## config.mk

```make
export PLATFORM = sky130hd
export DESIGN_NAME = magnet_menu
export DESIGN_NICKNAME = d
export VERILOG_FILES = /design/src/logic/menu_pkg.sv /design/src/logic/magnet_menu.sv
export SDC_FILE = /design/constraint.sdc
export NUM_CORES = 1
export LEC_CHECK = 0
export BUFFER_PORTS_ARGS = -buffer_cell sky130_fd_sc_hd__buf_4
export CAP_MARGIN = 15
export CORE_MARGIN = 3
export CORE_UTILIZATION = 57
export CTS_BUF_LIST = sky130_fd_sc_hd__clkbuf_8
export CTS_CLUSTER_DIAMETER = 120
export DETAILED_ROUTE_END_ITERATION = 8
export PLACE_DENSITY = 0.78
export SLEW_MARGIN = 0
export SYNTH_ARGS = -nofsm -noshare
export SYNTH_HDL_FRONTEND = slang
export SYNTH_SLANG_ARGS = --single-unit
```

## constraint.sdc

```tcl
create_clock -name clk_i -period 8.8 [get_ports clk_i]
set_clock_uncertainty 0.05 [all_clocks]
set_input_delay 1.32 -clock clk_i [delete_from_list [all_inputs] [get_ports clk_i]]
set_output_delay 1.32 -clock clk_i [all_outputs]
set_load 0.02 [all_outputs]
```

## src/logic/menu_pkg.sv

```systemverilog
// constants, types and register map of the magnet menu controller
package menu_pkg;
	// timing
	localparam int unsigned CLK_HZ      = 10_000_000;
	localparam int unsigned HOLD_S      = 3;
	localparam int unsigned RESTORE_S   = 10;
	localparam int unsigned TIMEOUT_S   = 15;
	localparam int unsigned BUMP_MIN    = 2;
	localparam int unsigned DEBOUNCE_MS = 20;
	localparam int unsigned HOLD_CYC    = HOLD_S * CLK_HZ;
	localparam int unsigned RESTORE_CYC = RESTORE_S * CLK_HZ;
	localparam int unsigned TIMEOUT_CYC = TIMEOUT_S * CLK_HZ;
	localparam int unsigned BUMP_CYC    = BUMP_MIN * 60 * CLK_HZ;
	localparam int unsigned DB_CYC      = DEBOUNCE_MS * (CLK_HZ / 1000);

	// register map, byte addresses
	localparam logic [3:0] ADR_STATUS  = 4'h0;
	localparam logic [3:0] ADR_CONFIG  = 4'h4;
	localparam logic [3:0] ADR_READING = 4'h8;
	// config field positions
	localparam int CFG_TYPE_BIT = 0;
	localparam int CFG_RANGE_LO = 1;
	localparam int CFG_SPAN_LO  = 8;
	// status field positions
	localparam int STA_PROG_BIT = 0;
	localparam int STA_BUMP_BIT = 1;
	localparam int STA_ITEM_LO  = 2;

	// setting limits and factory values
	localparam int       RANGE_W       = 3;
	localparam logic [6:0] SPAN_MIN     = 7'h05;
	localparam logic [6:0] SPAN_MAX     = 7'h5F;
	localparam logic [6:0] SPAN_DEFAULT = 7'h32;
	localparam logic [RANGE_W-1:0] RANGE_DEFAULT = 3'h0;
	localparam logic [3:0] NUM_ITEMS    = 4'h9;
	localparam logic [3:0] STATUS_LAST  = 4'hF;

	typedef enum logic {GAS_EXPLOSIVE_LIMIT = 1'b0, GAS_VOLUME_FRACTION = 1'b1} gas_type_t;
	localparam gas_type_t GAS_TYPE_DEFAULT = GAS_EXPLOSIVE_LIMIT;

	typedef enum logic [3:0] {
		IT_STATUS  = 4'h0, IT_GAS_TYPE = 4'h1, IT_SPAN  = 4'h2,
		IT_FACTOR  = 4'h3, IT_BUMP     = 4'h4, IT_RESTORE = 4'h5,
		IT_RADIO   = 4'h6, IT_ALARM    = 4'h7, IT_BUS_ADDR = 4'h8
	} item_t;

	typedef enum logic [3:0] {
		MSG_NONE = 4'h0, MSG_FAULT = 4'h1, MSG_PROMPT = 4'h2, MSG_ITEM = 4'h3,
		MSG_STATUS = 4'h4, MSG_TYPE_EDIT = 4'h5, MSG_TYPE_SAVED = 4'h6,
		MSG_RANGE_EDIT = 4'h7, MSG_SPAN_EDIT = 4'h8, MSG_SPAN_SAVED = 4'h9,
		MSG_LIVE = 4'hA, MSG_BUMP = 4'hB, MSG_BUMP_END = 4'hC, MSG_RESTORED = 4'hD
	} msg_t;

	typedef enum logic [12:0] {
		ST_NORMAL     = 13'h0001, ST_FAULTS   = 13'h0002, ST_PROMPT    = 13'h0004,
		ST_ITEM       = 13'h0008, ST_STATUS   = 13'h0010, ST_TYPE_EDIT = 13'h0020,
		ST_TYPE_SAVED = 13'h0040, ST_RANGE    = 13'h0080, ST_SPAN_EDIT = 13'h0100,
		ST_SPAN_SAVED = 13'h0200, ST_BUMP     = 13'h0400, ST_BUMP_END  = 13'h0800,
		ST_RESTORED   = 13'h1000
	} state_t;

	typedef struct packed {
		logic       arrow_fwd;
		logic       arrow_back;
		msg_t       msg;
		logic [7:0] value;
	} disp_t;

	typedef struct packed {
		gas_type_t          gas_type;
		logic [RANGE_W-1:0] range;
		logic [6:0]         span;
	} cfg_t;
endpackage

```

## src/logic/magnet_menu.sv

```systemverilog
// magnet switch filter and program-mode menu controller
//
// Implementation choices: the placing of the registers and register access over Wishbone.
`timescale 1ns/1ps

module switch_filter #(
	parameter int unsigned DB = menu_pkg::DB_CYC
) (
	input  wire logic clk_i,
	input  wire logic rst_i,
	input  wire logic raw_i,
	output logic      clean_o
);
	logic        s1_reg;
	logic        s2_reg;
	logic [31:0] cnt_reg;

	always_ff @(posedge clk_i) begin
		if (rst_i) begin
			s1_reg <= 1'b0;
			s2_reg <= 1'b0;
		end else begin
			s1_reg <= raw_i;
			s2_reg <= s1_reg;
		end
	end

	// level must hold for the debounce time before it is accepted
	always_ff @(posedge clk_i) begin
		if (rst_i) begin
			cnt_reg <= 32'h0;
			clean_o <= 1'b0;
		end else if (s2_reg == clean_o) begin
			cnt_reg <= 32'h0;
		end else if (cnt_reg >= DB - 1) begin
			cnt_reg <= 32'h0;
			clean_o <= s2_reg;
		end else begin
			cnt_reg <= cnt_reg + 32'h1;
		end
	end
endmodule

////////////////////////////////////////////////////////////////////////////////
module magnet_menu #(
	parameter int unsigned DEB_CYC = menu_pkg::DB_CYC,
	parameter int unsigned HLD_CYC = menu_pkg::HOLD_CYC,
	parameter int unsigned RST_CYC = menu_pkg::RESTORE_CYC,
	parameter int unsigned TMO_CYC = menu_pkg::TIMEOUT_CYC,
	parameter int unsigned BMP_CYC = menu_pkg::BUMP_CYC
) (
	// clock and reset
	input  wire logic         clk_i,
	input  wire logic         rst_i,
	// magnet switches and sensor side
	input  wire logic         backward_magnet_switch_i,
	input  wire logic         forward_magnet_switch_i,
	input  wire logic         fault_i,
	input  wire logic [15:0]  gas_reading_i,
	// scrolling display
	input  wire logic         scroll_done_i,
	output menu_pkg::disp_t   disp_o,
	// mode and configuration
	output logic              program_mode_o,
	output logic              bump_active_o,
	output logic              defaults_load_o,
	output menu_pkg::cfg_t    cfg_o,
	output logic [15:0]       reading_o,
	// wishbone slave
	input  wire logic         cyc_i,
	input  wire logic         stb_i,
	input  wire logic         we_i,
	input  wire logic [3:0]   adr_i,
	input  wire logic [3:0]   sel_i,
	input  wire logic [31:0]  dat_i,
	output logic [31:0]       dat_o,
	output logic              ack_o
);
	import menu_pkg::*;

	logic        fwd;
	logic        back;
	logic        any;
	logic        any_reg;
	logic        dir_reg;
	logic        armed_reg;
	logic        arrow_reg;
	logic        used_reg;
	logic        bump_ph_reg;
	logic [31:0] hold_reg;
	logic [31:0] arrow_cnt_reg;
	logic [31:0] tmr_reg;
	state_t      state_reg;
	state_t      last_reg;
	item_t       item_reg;
	logic [3:0]  stat_idx_reg;
	logic [6:0]  edit_reg;
	logic        st_chg;
	logic        release_ev;
	logic        swipe;
	logic        long_hit;
	logic        enter_hit;
	logic        restore_hit;
	logic        step_ev;
	logic        bus_wr;
	logic [6:0]  span_wr;

	////////////////////////////////////////////////////////////////////////////
	// switch conditioning and hold timing

	switch_filter #(.DB(DEB_CYC)) u_back (
		.clk_i  (clk_i),
		.rst_i  (rst_i),
		.raw_i  (backward_magnet_switch_i),
		.clean_o(back)
	);

	switch_filter #(.DB(DEB_CYC)) u_fwd (
		.clk_i  (clk_i),
		.rst_i  (rst_i),
		.raw_i  (forward_magnet_switch_i),
		.clean_o(fwd)
	);

	assign any        = fwd | back;
	assign st_chg     = state_reg != last_reg;
	assign release_ev = any_reg & ~any & armed_reg;
	assign swipe      = release_ev & (hold_reg < HLD_CYC);
	assign long_hit   = armed_reg & any & (hold_reg == HLD_CYC);
	assign enter_hit  = armed_reg & arrow_reg & any & (arrow_cnt_reg == HLD_CYC) & (item_reg != IT_RESTORE);
	assign restore_hit = armed_reg & fwd & ~back & dir_reg & (item_reg == IT_RESTORE)
		& (hold_reg == RST_CYC);
	assign step_ev    = release_ev & arrow_reg & ~used_reg;

	always_ff @(posedge clk_i) begin
		if (rst_i) begin
			any_reg  <= 1'b0;
			last_reg <= ST_NORMAL;
			dir_reg  <= 1'b0;
		end else begin
			any_reg  <= any;
			last_reg <= state_reg;
			if (any & ~any_reg) begin
				dir_reg <= fwd;
			end
		end
	end

	// a press that spans a state change is ignored until release
	always_ff @(posedge clk_i) begin
		if (rst_i) begin
			armed_reg <= 1'b0;
		end else if (!any) begin
			armed_reg <= 1'b1;
		end else if (st_chg) begin
			armed_reg <= 1'b0;
		end
	end

	always_ff @(posedge clk_i) begin
		if (rst_i || !any || st_chg) begin
			hold_reg <= 32'h0;
		end else if (hold_reg != 32'hFFFF_FFFF) begin
			hold_reg <= hold_reg + 32'h1;
		end
	end

	always_ff @(posedge clk_i) begin
		if (rst_i || !any || st_chg || state_reg != ST_ITEM) begin
			arrow_reg     <= 1'b0;
			arrow_cnt_reg <= 32'h0;
		end else begin
			if (scroll_done_i && armed_reg) begin
				arrow_reg <= 1'b1;
			end
			if (arrow_reg && arrow_cnt_reg != 32'hFFFF_FFFF) begin
				arrow_cnt_reg <= arrow_cnt_reg + 32'h1;
			end
		end
	end

	always_ff @(posedge clk_i) begin
		if (rst_i || (any & ~any_reg)) begin
			used_reg <= 1'b0;
		end else if (enter_hit) begin
			used_reg <= 1'b1;
		end
	end

	// idle timeout in item text, run time in bump test
	always_ff @(posedge clk_i) begin
		if (rst_i || st_chg || (state_reg == ST_ITEM && any)) begin
			tmr_reg <= 32'h0;
		end else if (tmr_reg != 32'hFFFF_FFFF) begin
			tmr_reg <= tmr_reg + 32'h1;
		end
	end

	////////////////////////////////////////////////////////////////////////////
	// menu state machine

	always_ff @(posedge clk_i) begin
		if (rst_i) begin
			state_reg    <= ST_NORMAL;
			item_reg     <= IT_STATUS;
			stat_idx_reg <= 4'h0;
			edit_reg     <= 7'h00;
			bump_ph_reg  <= 1'b0;
		end else begin
			unique case (state_reg)
				ST_NORMAL: begin
					if (fwd && !back) begin
						state_reg <= fault_i ? ST_FAULTS : ST_PROMPT;
					end
				end
				ST_FAULTS: begin
					if (!fwd) begin
						state_reg <= ST_NORMAL;
					end else if (scroll_done_i) begin
						state_reg <= ST_PROMPT;
					end
				end
				ST_PROMPT: begin
					if (!fwd) begin
						state_reg <= ST_NORMAL;
					end else if (hold_reg == HLD_CYC) begin
						state_reg <= ST_ITEM;
						item_reg  <= IT_STATUS;
					end
				end
				ST_ITEM: begin
					if (restore_hit) begin
						state_reg <= ST_RESTORED;
					end else if (enter_hit) begin
						unique case (item_reg)
							IT_STATUS: begin
								state_reg    <= ST_STATUS;
								stat_idx_reg <= 4'h0;
							end
							IT_GAS_TYPE: begin
								state_reg <= ST_TYPE_EDIT;
								edit_reg  <= {6'h00, cfg_o.gas_type};
							end
							IT_SPAN: begin
								state_reg <= ST_SPAN_EDIT;
								edit_reg  <= cfg_o.span;
							end
							IT_BUMP: begin
								state_reg   <= ST_BUMP;
								bump_ph_reg <= 1'b0;
							end
							default: begin
							end
						endcase
					end else if (step_ev) begin
						if (dir_reg) begin
							item_reg <= (item_reg == IT_BUS_ADDR) ? IT_STATUS : item_t'(item_reg + 4'h1);
						end else begin
							item_reg <= (item_reg == IT_STATUS) ? IT_BUS_ADDR : item_t'(item_reg - 4'h1);
						end
					end else if (tmr_reg == TMO_CYC) begin
						state_reg <= ST_NORMAL;
					end
				end
				ST_STATUS: begin
					if (scroll_done_i) begin
						if (stat_idx_reg == STATUS_LAST) begin
							state_reg <= ST_ITEM;
						end else begin
							stat_idx_reg <= stat_idx_reg + 4'h1;
						end
					end
				end
				ST_TYPE_EDIT: begin
					if (long_hit) begin
						state_reg <= ST_TYPE_SAVED;
					end else if (swipe) begin
						edit_reg[0] <= ~edit_reg[0];
					end
				end
				ST_TYPE_SAVED: begin
					if (scroll_done_i) begin
						state_reg <= ST_RANGE;
						edit_reg  <= {4'h0, cfg_o.range};
					end
				end
				ST_RANGE: begin
					if (long_hit && dir_reg && !back) begin
						state_reg <= ST_ITEM;
					end else if (swipe) begin
						edit_reg <= {4'h0, edit_reg[RANGE_W-1:0] + 3'h1};
					end
				end
				ST_SPAN_EDIT: begin
					if (long_hit && dir_reg && !back) begin
						state_reg <= ST_SPAN_SAVED;
					end else if (swipe && dir_reg && edit_reg < SPAN_MAX) begin
						edit_reg <= edit_reg + 7'h01;
					end else if (swipe && !dir_reg && edit_reg > SPAN_MIN) begin
						edit_reg <= edit_reg - 7'h01;
					end
				end
				ST_BUMP: begin
					if (swipe || tmr_reg == BMP_CYC) begin
						state_reg <= ST_BUMP_END;
					end else if (scroll_done_i) begin
						bump_ph_reg <= ~bump_ph_reg;
					end
				end
				ST_SPAN_SAVED, ST_BUMP_END, ST_RESTORED: begin
					if (scroll_done_i) begin
						state_reg <= ST_ITEM;
					end
				end
				default: begin
					state_reg <= ST_NORMAL;
				end
			endcase
		end
	end

	////////////////////////////////////////////////////////////////////////////
	// stored configuration

	assign bus_wr  = cyc_i & stb_i & we_i & ack_o & (adr_i == ADR_CONFIG);
	assign span_wr = (dat_i[CFG_SPAN_LO +: 7] < SPAN_MIN) ? SPAN_MIN :
		(dat_i[CFG_SPAN_LO +: 7] > SPAN_MAX) ? SPAN_MAX : dat_i[CFG_SPAN_LO +: 7];

	// restore beats a menu save, a menu save beats a bus write
	always_ff @(posedge clk_i) begin
		if (rst_i || state_reg == ST_RESTORED && last_reg != ST_RESTORED) begin
			cfg_o.gas_type <= GAS_TYPE_DEFAULT;
			cfg_o.range    <= RANGE_DEFAULT;
			cfg_o.span     <= SPAN_DEFAULT;
		end else if (state_reg == ST_TYPE_EDIT && long_hit) begin
			cfg_o.gas_type <= gas_type_t'(edit_reg[0]);
		end else if (state_reg == ST_RANGE && long_hit && dir_reg && !back) begin
			cfg_o.range <= edit_reg[RANGE_W-1:0];
		end else if (state_reg == ST_SPAN_EDIT && long_hit && dir_reg && !back) begin
			cfg_o.span <= edit_reg;
		end else if (bus_wr) begin
			if (sel_i[0]) begin
				cfg_o.gas_type <= gas_type_t'(dat_i[CFG_TYPE_BIT]);
				cfg_o.range    <= dat_i[CFG_RANGE_LO +: RANGE_W];
			end
			if (sel_i[1]) begin
				cfg_o.span <= span_wr;
			end
		end
	end

	always_ff @(posedge clk_i) begin
		if (rst_i) begin
			defaults_load_o <= 1'b0;
		end else begin
			defaults_load_o <= restore_hit && state_reg == ST_ITEM;
		end
	end

	// serial reading follows the sensor whatever the display does
	always_ff @(posedge clk_i) begin
		if (rst_i) begin
			reading_o <= 16'h0000;
		end else begin
			reading_o <= gas_reading_i;
		end
	end

	////////////////////////////////////////////////////////////////////////////
	// display and mode outputs

	always_ff @(posedge clk_i) begin
		if (rst_i) begin
			disp_o         <= '{1'b0, 1'b0, MSG_NONE, 8'h00};
			program_mode_o <= 1'b0;
			bump_active_o  <= 1'b0;
		end else begin
			program_mode_o  <= !(state_reg inside {ST_NORMAL, ST_FAULTS, ST_PROMPT});
			bump_active_o   <= state_reg == ST_BUMP;
			disp_o.arrow_fwd  <= arrow_reg & dir_reg;
			disp_o.arrow_back <= arrow_reg & ~dir_reg;
			disp_o.value      <= 8'h00;
			unique case (state_reg)
				ST_NORMAL:     disp_o.msg <= MSG_NONE;
				ST_FAULTS:     disp_o.msg <= MSG_FAULT;
				ST_PROMPT:     disp_o.msg <= MSG_PROMPT;
				ST_ITEM: begin
					disp_o.msg   <= MSG_ITEM;
					disp_o.value <= {4'h0, item_reg};
				end
				ST_STATUS: begin
					disp_o.msg   <= MSG_STATUS;
					disp_o.value <= {4'h0, stat_idx_reg};
				end
				ST_TYPE_EDIT, ST_RANGE, ST_SPAN_EDIT: begin
					disp_o.msg   <= (state_reg == ST_TYPE_EDIT) ? MSG_TYPE_EDIT :
						(state_reg == ST_RANGE) ? MSG_RANGE_EDIT : MSG_SPAN_EDIT;
					disp_o.value <= {1'b0, edit_reg};
				end
				ST_TYPE_SAVED: disp_o.msg <= MSG_TYPE_SAVED;
				ST_SPAN_SAVED: disp_o.msg <= MSG_SPAN_SAVED;
				ST_BUMP: begin
					disp_o.msg   <= bump_ph_reg ? MSG_BUMP : MSG_LIVE;
					disp_o.value <= gas_reading_i[7:0];
				end
				ST_BUMP_END:   disp_o.msg <= MSG_BUMP_END;
				ST_RESTORED:   disp_o.msg <= MSG_RESTORED;
				default:       disp_o.msg <= MSG_NONE;
			endcase
		end
	end

	////////////////////////////////////////////////////////////////////////////
	// wishbone slave, one wait state, unmapped reads return zero

	always_ff @(posedge clk_i) begin
		if (rst_i) begin
			ack_o <= 1'b0;
			dat_o <= 32'h0000_0000;
		end else begin
			ack_o <= cyc_i & stb_i & ~ack_o;
			dat_o <= 32'h0000_0000;
			if (cyc_i && stb_i && !ack_o) begin
				unique case (adr_i)
					ADR_STATUS: begin
						dat_o[STA_PROG_BIT]     <= program_mode_o;
						dat_o[STA_BUMP_BIT]     <= bump_active_o;
						dat_o[STA_ITEM_LO +: 4] <= item_reg;
					end
					ADR_CONFIG: begin
						dat_o[CFG_TYPE_BIT]           <= cfg_o.gas_type;
						dat_o[CFG_RANGE_LO +: RANGE_W] <= cfg_o.range;
						dat_o[CFG_SPAN_LO +: 7]       <= cfg_o.span;
					end
					ADR_READING: dat_o[15:0] <= reading_o;
					default: dat_o <= 32'h0000_0000;
				endcase
			end
		end
	end
endmodule

```

Word level (Yosys, flattened, before mapping)
Index checks and enable logic that the tools add are counted.
{"block": "word_totals", "mem_count": 0, "in_bits": 65, "latch_bits": 0, "output_inout_bits": 77, "ff_bits": 290, "ram_bits": 0, "rom_bits": 0, "elab_cells": 305}
{"block": "op_classes", "multipliers": 0, "n_lt_le_gt_ge": 7, "add_sub_neg": 11, "shift": 0, "n_eq_ne": 71, "n_div": 0, "n_mux": 74, "n_reduce_logical": 65, "n_bitwise": 39}
{"cell": "13-bit two-way mux", "n": 17}
{"cell": "32-bit by 1-bit adder with 32-bit output (second input constant)", "n": 5}
{"cell": "13-bit one-hot mux with 11 select lines", "n": 1}
{"cell": "32-bit != test (second input constant)", "n": 3}
{"cell": "7-bit two-way mux", "n": 12}
{"cell": "4-bit two-way mux", "n": 17}
{"cell": "32-bit by 25-bit == test with 1-bit output (second input constant)", "n": 2}
{"cell": "32-bit by 18-bit >= comparator with 1-bit output (second input constant)", "n": 2}
{"cell": "2-bit != test (second input constant)", "n": 26}
{"cell": "13-bit one-hot mux with 4 select lines", "n": 1}
{"cell": "4-bit one-hot mux with 10 select lines", "n": 1}
{"cell": "32-bit by 27-bit == test with 1-bit output (second input constant)", "n": 1}
{"cell": "32-bit by 28-bit == test with 1-bit output (second input constant)", "n": 1}
{"cell": "32-bit by 31-bit == test with 1-bit output (second input constant)", "n": 1}
{"cell": "32-bit by 25-bit less-than comparator with 1-bit output (second input constant)", "n": 1}
{"cell": "8-bit one-hot mux with 4 select lines", "n": 1}
{"cell": "7-bit one-hot mux with 2 select lines", "n": 2}
{"cell": "1-bit bitwise AND", "n": 24}
{"cell": "6-bit one-hot mux with 4 select lines", "n": 1}
{"cell": "1-bit logical AND", "n": 21}
{"cell": "6-bit AND reduction", "n": 3}
{"cell": "2-bit nonzero test", "n": 9}
{"cell": "4-bit one-hot mux with 2 select lines", "n": 2}
{"cell": "3-bit OR reduction", "n": 5}
{"cell": "other kinds (57)", "n": 108}

Depth between registers and ports, before layout
Gate-level depths: netlist (run 1).
{"block": "depth", "depth_word": 11, "mapped_depth": 14, "ltp_nobuf": 13}

By module
From an unflattened synthesis (run 1), not the netlist that was laid out.
{"block": "hier_totals", "cells_unflattened": 1494, "area_unflattened_um2": 13113.8}
{"mod": "magnet_menu", "area_per_inst_um2": 10465.0, "instances": 1, "cells_per_inst": 1241, "seq_area_each_um2": 4083.9}
{"mod": "switch_filter at u_fwd", "area_per_inst_um2": 1371.3, "instances": 1, "cells_per_inst": 128, "seq_area_each_um2": 700.7}
{"mod": "switch_filter at u_back", "area_per_inst_um2": 1277.5, "instances": 1, "cells_per_inst": 125, "seq_area_each_um2": 700.7}

Worst setup path after synthesis (run 1)
OpenSTA, ideal clock, no wires.
{"block": "synth_path", "kind": "input port to flip-flop", "startpoint": "input port adr_i[3]", "endpoint": "register cfg_o[4] in the netlist's numbering", "slack_ns": 5.737, "path_buffers": 2, "required_ns": 8.630, "arrival_ns": 2.893, "path_stages": 7, "setup_ns": 0.120, "path_cell_list": "clkbuf_1 nand2b_1 nor4b_1 nand2_1 a221o_1 buf_4 a211o_1"}
{"block": "synth_via", "elab_chain_len": 4}
{"element": "from (decl)", "line": "magnet_menu.sv:73", "rtl": "input wire logic [3:0] adr_i,"}
{"element": "4-bit by 3-bit == test with 1-bit output", "line": "magnet_menu.sv:325", "rtl": "assign bus_wr = cyc_i & stb_i & we_i & ack_o & (adr_i == ADR_CONFIG);"}
{"element": "1-bit bitwise AND", "line": "magnet_menu.sv:325"}
{"element": "2-bit nonzero test (no source line)"}
{"element": "4-bit AND reduction (no source line)"}
{"element": "to (decl)", "line": "magnet_menu.sv:67", "rtl": "output menu_pkg::cfg_t cfg_o,"}
Every way passes these cells.
A chain may end at the register's enable or synchronous reset.

Final worst setup path (run 1)
{"block": "layout_path", "startpoint": "register dir_reg", "endpoint": "register state_reg[9]"}
{"block": "layout_via", "elab_chain_len": 5, "word_cells_on_any_way": 13, "classes_between": "eq/ne: 5; mux: 2; bitwise: 3; reduce/logical: 3"}
{"element": "from (decl)", "line": "magnet_menu.sv:85", "rtl": "logic dir_reg;"}
{"element": "from (signal assigned)", "line": "magnet_menu.sv:144", "rtl": "dir_reg <= fwd;"}
{"element": "1-bit bitwise AND (2 in series)", "line": "magnet_menu.sv:131", "rtl": "assign restore_hit = armed_reg & fwd & ~back & dir_reg & (item_reg == IT_RESTORE)"}
{"element": "1-bit bitwise AND", "line": "magnet_menu.sv:132", "rtl": "& (hold_reg == RST_CYC);"}
{"element": "7-bit by 4-bit != test with 1-bit output (no source line), or another cell as far along"}
{"element": "14-bit AND reduction (no source line) or 13-bit one-hot mux with 11 select lines (tied branches)"}
{"element": "to (signal assigned)", "line": "magnet_menu.sv:213", "rtl": "state_reg <= fault_i ? ST_FAULTS : ST_PROMPT;"}
{"element": "to (decl)", "line": "magnet_menu.sv:93", "rtl": "state_t state_reg;"}
Several ways; a longest one is shown, not always the timed one.

==> results.json, run 1 <==
{
  "status": "complete, no violations",
  "dpl_cell_area_sq_um": 14000,
  "synth_ff_type": "dfxtp_1",
  "power-per-cell-area_nw_per_um2": 186,
  "worstHoldPathType": "flop to flop",
  "cts_made_buffers": 45,
  "hold_buffers": 0,
  "grt-ovfl-total": 0,
  "required_ps": 9150,
  "wl_per_cell_microns": 16.1,
  "worst_hold_startpoint": "u_fwd.s1_reg",
  "ys_ff_latch": 274,
  "num_rows": 54,
  "synthDistinctLibCells": 89,
  "synthArstFlopShare_pct": 0,
  "setup_viol": 0,
  "tightest_slew_ps": 1000,
  "antenna_left": 0,
  "timing.fmax_ghz": 0.278,
  "grt_pass1_vias": 10454,
  "cts_buffer_depth": 3,
  "fin_ws_ps": 5200,
  "post-route-period-util_pct": 40.9,
  "via_per_inst": 5.76,
  "p_leak_nw": 5.52,
  "h-tree-depth": 2,
  "syn_area_sq_um": 13100,
  "io_pins": 142,
  "rr_endpoint": "state_reg[9]",
  "ff_latch_area_sq_um": 5490,
  "area.growth.synth_to_final_pct": 14.4,
  "grt_usage_pct": 24.9,
  "hold_slack_ps": 389,
  "worstSetupPathType": "flop to flop",
  "gp_congestion": 0.949,
  "portBuffers": 102,
  "max_stage_delay_ps": 860,
  "multi_input_area_sq_um": 7220,
  "crit_buf_inv": 0,
  "path_clk_slew_ps": 60,
  "pre_cts_slack_ps": 5050,
  "slowest_stage": "nor4_4",
  "final_nets": 1709,
  "worstSkewPairLatency_ps": 570,
  "r2r_start": "dir_reg",
  "fillCellCount": 1833,
  "cap_violations": 0,
  "ys_seq_area_share_pct": 41.9,
  "initial_core_util_pct": 59.1,
  "drt_iter0_markers": 1092,
  "drive_gt1_share_pct": 13.5,
  "die_y_microns": 158,
  "path_cells": "and4b_1 -> nand4_1 -> nor4_1 -> nor3_1 -> nor4_4 -> mux2i_1 -> nor2_1",
  "synthCells": 1502,
  "cts_tree": "built",
  "stdcell_area_sq_um": 15000,
  "hold_violations": 0,
  "cpLargestDelayFamily": "simple AND/OR/NAND/NOR gates",
  "min_path_cells": 1,
  "cts_setup_buffers": 0,
  "vias": 11166,
  "dr.pass1.iters": 8,
  "worstPathMaxFanout": 15,
  "finalSetupTns_ps": 0,
  "max-vdd-ir-drop_mv": 0.109,
  "drc": 0,
  "grt_pass1_wl_microns": 51100,
  "syn_avg_cell_area_sq_um": 8.72,
  "dp_hpwl_microns": 22200,
  "antenna_found_initial": 0,
  "finalCriticalPeriod_ps": 3600,
  "crit_path_start_kind": "flop",
  "rrSetupSlack_ps": 5200,
  "arrival_ps": 3950,
  "num_antenna_cells": 0,
  "post_cts_resized": 0,
  "wl_microns": 31200,
  "dieArea_sq_um": 24800,
  "worstHoldEndpoint": "u_fwd.s2_reg",
  "rsz0062_at_grt": "no",
  "grt_max_degree": 67,
  "cts_sinks": 274,
  "r2r.worst_path.cells": 7,
  "synth_warnings": 0,
  "slew_headroom_pct": 32.6,
  "endpoint_kind": "flop",
  "cts-root-buf": "clkbuf_8",
  "core_area_sq_um": 22200,
  "synth_edf_count": 0,
  "drv_slew": 0,
  "dieWidth_microns": 158
}
## report_power, final
part,leakage (nW),switching (mW),internal (mW)
registers,2.22,0.0424,1.27
clock network,0.542,0.499,0.662
logic,2.75,0.197,0.113
## per-layer routing
metal  global-route usage [%]  up-vias  part of all wire (%)
met4                     9.75        0                   2.9
li1                         -     5517                     -
met1                     32.6     5228                    44
met2                     40.7      352                    47
met5                        0        -                     0
met3                     4.78       69                   6.0
## worst reg2reg max path, cell delays in order, from the launching register on
cell     delay (ps)
dfxtp_1         690
and4b_1         450
nand4_1         160
nor4_1          670
nor3_1          230
nor4_4          860
mux2i_1         280
nor2_1           50
## worst max path at each step
stage / from / slack (ps) / cells past startpoint / to
after CTS: dir_reg / 5200 / 7 / state_reg[9]
after global routing: hold_reg[25] / 4850 / 12 / edit_reg[6]
after floorplan: adr_i[3] / 5740 / 7 / cfg_o[4]
after global placement: rst_i / 5080 / 9 / arrow_cnt_reg[26]
final: dir_reg / 5200 / 7 / state_reg[9]
after detailed placement: rst_i / 5050 / 9 / arrow_cnt_reg[26]
## kinds of logic (layout without fill, tap and decap cells)
group | after synthesis | after routing | synth area share, %
adders and majority gates | 21 | 21 | 2.06
and+or+nand+nor | 736 | 736 | 30.7
AOI/OAI and AO/OA | 187 | 187 | 9.44
buffers and inverters | 114 | 226 | 4.22
xor gates and xnor gates | 139 | 139 | 9.30
DFF | 274 | 274 | 41.9
other | 1 | 44 | 0.0286
muxes | 30 | 30 | 2.34
## cells in the mapped netlist (7+ instances only)
| cell | n | area share, % |
|---|---|---|
| nand3_1 | 71 | 2.7 |
| or3_1 | 18 | 0.86 |
| nor4_4 | 7 | 1.1 |
| nor2_1 | 226 | 6.5 |
| nor4b_1 | 10 | 0.67 |
| nor4_1 | 35 | 1.7 |
| dfxtp_1 | 274 | 42 |
| a31oi_1 | 8 | 0.38 |
| ha_1 | 20 | 1.9 |
| nor3_1 | 33 | 1.3 |
| mux2i_1 | 25 | 1.9 |
| and3_1 | 25 | 1.2 |
| nand4_1 | 60 | 2.9 |
| and2_1 | 16 | 0.76 |
| or4_1 | 7 | 0.40 |
| nand2b_1 | 9 | 0.43 |
| buf_4 | 18 | 1.0 |
| inv_1 | 36 | 1.0 |
| o21ai_1 | 7 | 0.27 |
| buf_2 | 15 | 0.57 |
| nor2b_1 | 42 | 2.0 |
| a22o_1 | 8 | 0.54 |
| xor2_1 | 71 | 4.7 |
| a21oi_1 | 56 | 2.1 |
| clkbuf_1 | 33 | 0.95 |
| xnor2_1 | 68 | 4.5 |
| nand2_1 | 106 | 3.0 |
| o21ai_0 | 40 | 1.5 |
| and4_1 | 20 | 1.3 |
## cell type report
cell class | instances | share of cell area (%)
Multi-Input combinational cell | 1157 | 48.2
Sequential cell | 274 | 36.6
Clock buffer | 59 | 5.42
Timing Repair Buffer | 108 | 5.40
Tap cell | 280 | 2.34
Clock inverter | 22 | 1.05
Inverter | 37 | 0.927
## stage by stage
stage | util (%) | power, mW | cells
6_report | 67.6 | 2.78 | 1937
3_3_place_gp | 63.2 | 1.64 | 1855
5_1_grt | 67.6 | 2.91 | 1937
2_1_floorplan | - | 1.57 | 1545
3_5_place_dp | 63.2 | 1.64 | 1855
4_1_cts | 67.6 | 2.81 | 1936
## layout by cell type, fill, tap and decap left out, types with 5 or more instances in the layout
cell type | synthesis | layout
a211oi_1 | 6 | 6
clkbuf_8 | 0 | 59
nor4_1 | 35 | 35
or4_1 | 7 | 7
nor4b_1 | 10 | 10
nor3_1 | 33 | 33
and2_1 | 16 | 16
inv_1 | 36 | 46
and4_1 | 20 | 20
o21ai_0 | 40 | 40
nor2b_1 | 42 | 42
a41oi_1 | 5 | 5
nor2_1 | 226 | 226
dfxtp_1 | 274 | 274
nand4_1 | 60 | 60
or3_1 | 18 | 18
nand3_1 | 71 | 71
mux2i_1 | 25 | 25
clkinv_2 | 0 | 7
o31ai_1 | 6 | 6
conb_1 | 1 | 44
nand2_1 | 106 | 106
a222oi_1 | 5 | 5
a21oi_1 | 56 | 56
xnor2_1 | 68 | 68
ha_1 | 20 | 20
and3_1 | 25 | 25
a22o_1 | 8 | 8
a22oi_1 | 5 | 5
a31oi_1 | 8 | 8
nor4_4 | 7 | 7
nand2b_1 | 9 | 9
nor3b_1 | 6 | 6
xor2_1 | 71 | 71
buf_4 | 18 | 107
o21ai_1 | 7 | 5
No activity file was read; power rests on OpenSTA's default activity.
==> run 2: changes to the inputs <==
--- a/config.mk
+++ b/config.mk
@@ -5,10 +5,11 @@
 export SDC_FILE = /design/constraint.sdc
 export NUM_CORES = 1
 export LEC_CHECK = 0
+export ABC_AREA = 1
 export BUFFER_PORTS_ARGS = -buffer_cell sky130_fd_sc_hd__buf_4
 export CAP_MARGIN = 15
 export CORE_MARGIN = 3
-export CORE_UTILIZATION = 57
+export CORE_UTILIZATION = 55
 export CTS_BUF_LIST = sky130_fd_sc_hd__clkbuf_8
 export CTS_CLUSTER_DIAMETER = 120
 export DETAILED_ROUTE_END_ITERATION = 8
==> constraint.sdc (replaced) <==
create_clock -name clk_i -period 3.3 [get_ports clk_i]
set_clock_uncertainty 0.05 [all_clocks]
set_input_delay 0.495 -clock clk_i [delete_from_list [all_inputs] [get_ports clk_i]]
set_output_delay 0.495 -clock clk_i [all_outputs]
set_load 0.02 [all_outputs]
==> run 2 against run 1 <==
Compared with the run above: core utilization decreased by 2.4 points; hold slack got worse by 290 ps; flip-flop and latch count unchanged; synthesized area grew 4.5%; highest routed layer unchanged; critical endpoint is now edit_reg[6]; design area up 6.2%; total power grew to 3.0 times the previous value; fmax rose by 25%; routed wire length is 14% higher; synthesized cell count rose by 35%; sequential power rose to 2.7 times the previous value; critical path type unchanged; final cell count up 31%; combinational power increased to 4.1 times the previous value.
==> results.json, run 2 <==
{
  "cts_tree": "built",
  "p_switching_mw": 2.29,
  "cts-root-buf": "clkbuf_8",
  "die_y_microns": 164,
  "synth_top_area_cell": "dfxtp_1",
  "p_leak_nw": 6.72,
  "worstHoldPathType": "input pin to flop",
  "synthDistinctLibCells": 58,
  "grt_pass1_wl_microns": 57900,
  "synthCells": 2021,
  "crit_path_start_kind": "flop",
  "power-per-cell-area_nw_per_um2": 518,
  "initial_core_util_pct": 56.1,
  "power_frac_comb_pct": 15.4,
  "io_pins": 142,
  "area.growth.synth_to_final_pct": 16.2,
  "h-tree-depth": 2,
  "grt_usage_pct": 25.9,
  "cts_buffer_depth": 3,
  "stdcell_count": 2532,
  "drive_gt1_share_pct": 11.4,
  "ys_ff_latch": 274,
  "pwr-share-seq_pct": 42.8,
  "synth_top_cell_area_share_pct": 40.1,
  "worstSetupPathType": "flop to flop",
  "synth_warnings": 0,
  "synth_edf_count": 0,
  "mostFrequentLayoutCell": "nand2_1",
  "finalCriticalPeriod_ps": 2890,
  "yosysMostFrequentCell": "nand2_1",
  "wl_microns": 35500,
  "finalSetupTns_ps": 0,
  "p_sw_share_pct": 27.9,
  "fin_util_pct": 65.2,
  "portBuffers": 102,
  "cts_sinks": 274,
  "antenna_left": 0,
  "dr.pass1.iters": 6,
  "post-route-period-util_pct": 87.5,
  "via_per_inst": 5.29,
  "num_rows": 57,
  "grt_max_degree": 32,
  "syn_area_sq_um": 13700,
  "worstSkewPairLatency_ps": 550,
  "timing.fmax_ghz": 0.346,
  "dieWidth_microns": 164,
  "ys_seq_area_share_pct": 40.1,
  "rsz0062_at_grt": "no",
  "setup_viol": 0,
  "vias": 13394,
  "hold_violations": 0,
  "dp_hpwl_microns": 26700,
  "grt_pass1_vias": 12334,
  "required_ps": 3690,
  "drv_slew": 0,
  "p_int_mw": 5.94,
  "dieArea_sq_um": 26800,
  "syn_avg_cell_area_sq_um": 6.77,
  "cts_made_buffers": 43,
  "cap_violations": 0,
  "grt-ovfl-total": 0,
  "synthTopCellsByArea": "dfxtp_1 (40%), nand2_1 (11%), nor2_1 (9.4%)",
  "synth_common_cells": "nand2_1 (413), nor2_1 (342), dfxtp_1 (274)",
  "tightest_slew_ps": 782,
  "core_area_sq_um": 24400,
  "final_nets": 2263,
  "num_antenna_cells": 0,
  "gp_congestion": 0.953,
  "fillCellCount": 2206,
  "clkPwrFrac_pct": 41.8,
  "wl_per_cell_microns": 14.0,
  "layout_common_cells": "nand2_1 (413), nor2_1 (342), inv_1 (276)",
  "drt_iter0_markers": 1163,
  "synth_ff_type": "dfxtp_1",
  "drc": 0,
  "synthArstFlopShare_pct": 0,
  "dp_cells": 2453,
  "worstPathMaxFanout": 6,
  "status": "complete, no violations",
  "arrival_ps": 3270,
  "path_clk_slew_ps": 60,
  "max-vdd-ir-drop_mv": 0.407,
  "antenna_found_initial": 0,
  "slew_headroom_pct": 47.9,
  "endpoint_kind": "flop"
}
==> run 2: cell count changes after synthesis, moves of 22 or more <==
| cell | before | now |
|---|---|---|
| xor2_1 | 71 | 19 |
| and3_1 | 25 | 2 |
| nand3_1 | 71 | 136 |
| xnor2_1 | 68 | 8 |
| a21oi_1 | 56 | 116 |
| clkbuf_1 | 33 | 11 |
| nor2b_1 | 42 | 0 |
| inv_1 | 36 | 270 |
| nor2_1 | 226 | 342 |
| nor3_1 | 33 | 58 |
| o21ai_0 | 40 | 87 |
| nand2_1 | 106 | 413 |
| mux2i_1 | 25 | 0 |
==> run 2: final cells by class <==
class                           instances  area (sq um)  area share [%]
Inverter                              288          1080            6.82
Tap cell                              324           405            2.55
Timing Repair Buffer                  115           863            5.43
Clock buffer                           53           729            4.59
Clock inverter                         23           319            2.01
Multi-Input combinational cell       1455          7020            44.1
Sequential cell                       274          5490            34.5
==> run 2: logic make-up after synthesis <==
kind of cell / Yosys count / share of synthesized area, %
and+or+nand+nor: 1083 / 35.0
buffers and inverters: 335 / 9.92
AOI/OAI and AO/OA: 280 / 11.3
DFF: 274 / 40.1
xor gates and xnor gates: 27 / 1.73
adders and majority gates: 21 / 1.97
other: 1 / 0.0274
==> run 2: repair_timing <==
action,in CTS,in global routing
hold buffers,0,0
buffers inserted,0,3
setup endpoints to repair,0,2
resized for setup,0,1
==> run 2: power by group through the flow <==
| stage | logic [mW] | registers (mW) | clock network, mW |
|---|---|---|---|
| floorplan | 0.958 | 3.59 | 0 |
| global placement | 1.22 | 3.59 | 0 |
| detailed placement | 1.24 | 3.59 | 0 |
| CTS | 1.25 | 3.52 | 3.50 |
| global route | 1.42 | 3.53 | 3.65 |
| finish | 1.27 | 3.52 | 3.44 |
==> run 2: worst max-delay path: stages (launching register included) <==
cell	delay, ps
dfxtp_1	360
nor2_1	150
nand2_1	100
nor2_2	170
nand2_1	70
nor2_1	130
a21oi_1	100
nand4_1	140
buf_4	170
inv_1	60
fa_1	350
inv_1	90
a21oi_1	70
o21bai_1	210
a21oi_1	90
o21bai_1	170
nand2_1	70
nand2_1	60
nor2_1	40
nor2_1	90
nor2_1	40
==> run 2: per-stage QoR <==
step / hold WS, ps / setup slack [ps] / power, mW / area, sq um
floorplan: 338 / 632 / 4.55 / 13800
global placement: 358 / 370 / 4.81 / 14800
detailed placement: 357 / 336 / 4.83 / 14800
CTS: 78.0 / 295 / 8.26 / 15900
global route: 90.6 / 42.2 / 8.60 / 15900
finish: 100 / 412 / 8.23 / 15900
==> run 2: worst paths after layout <==
kind	startpoint	end	slack (ps)	cells after the start
setup / recovery	hold_reg[26]	edit_reg[6]	410	20
hold / removal	gas_reading_i[10]	reading_o[10]	100	3
setup reg to reg	hold_reg[26]	edit_reg[6]	410	20
hold reg to reg	u_fwd.s1_reg	u_fwd.s2_reg	370	2
==> run 2: per-layer routing <==
metal  wire [microns]  up-vias  global-route usage (%)
li1                 -     6807                       -
met4              985        0                    8.15
met2            15900      461                    41.9
met1            15900     6049                    35.3
met3             2740       77                    4.46
met5                0        -                       0
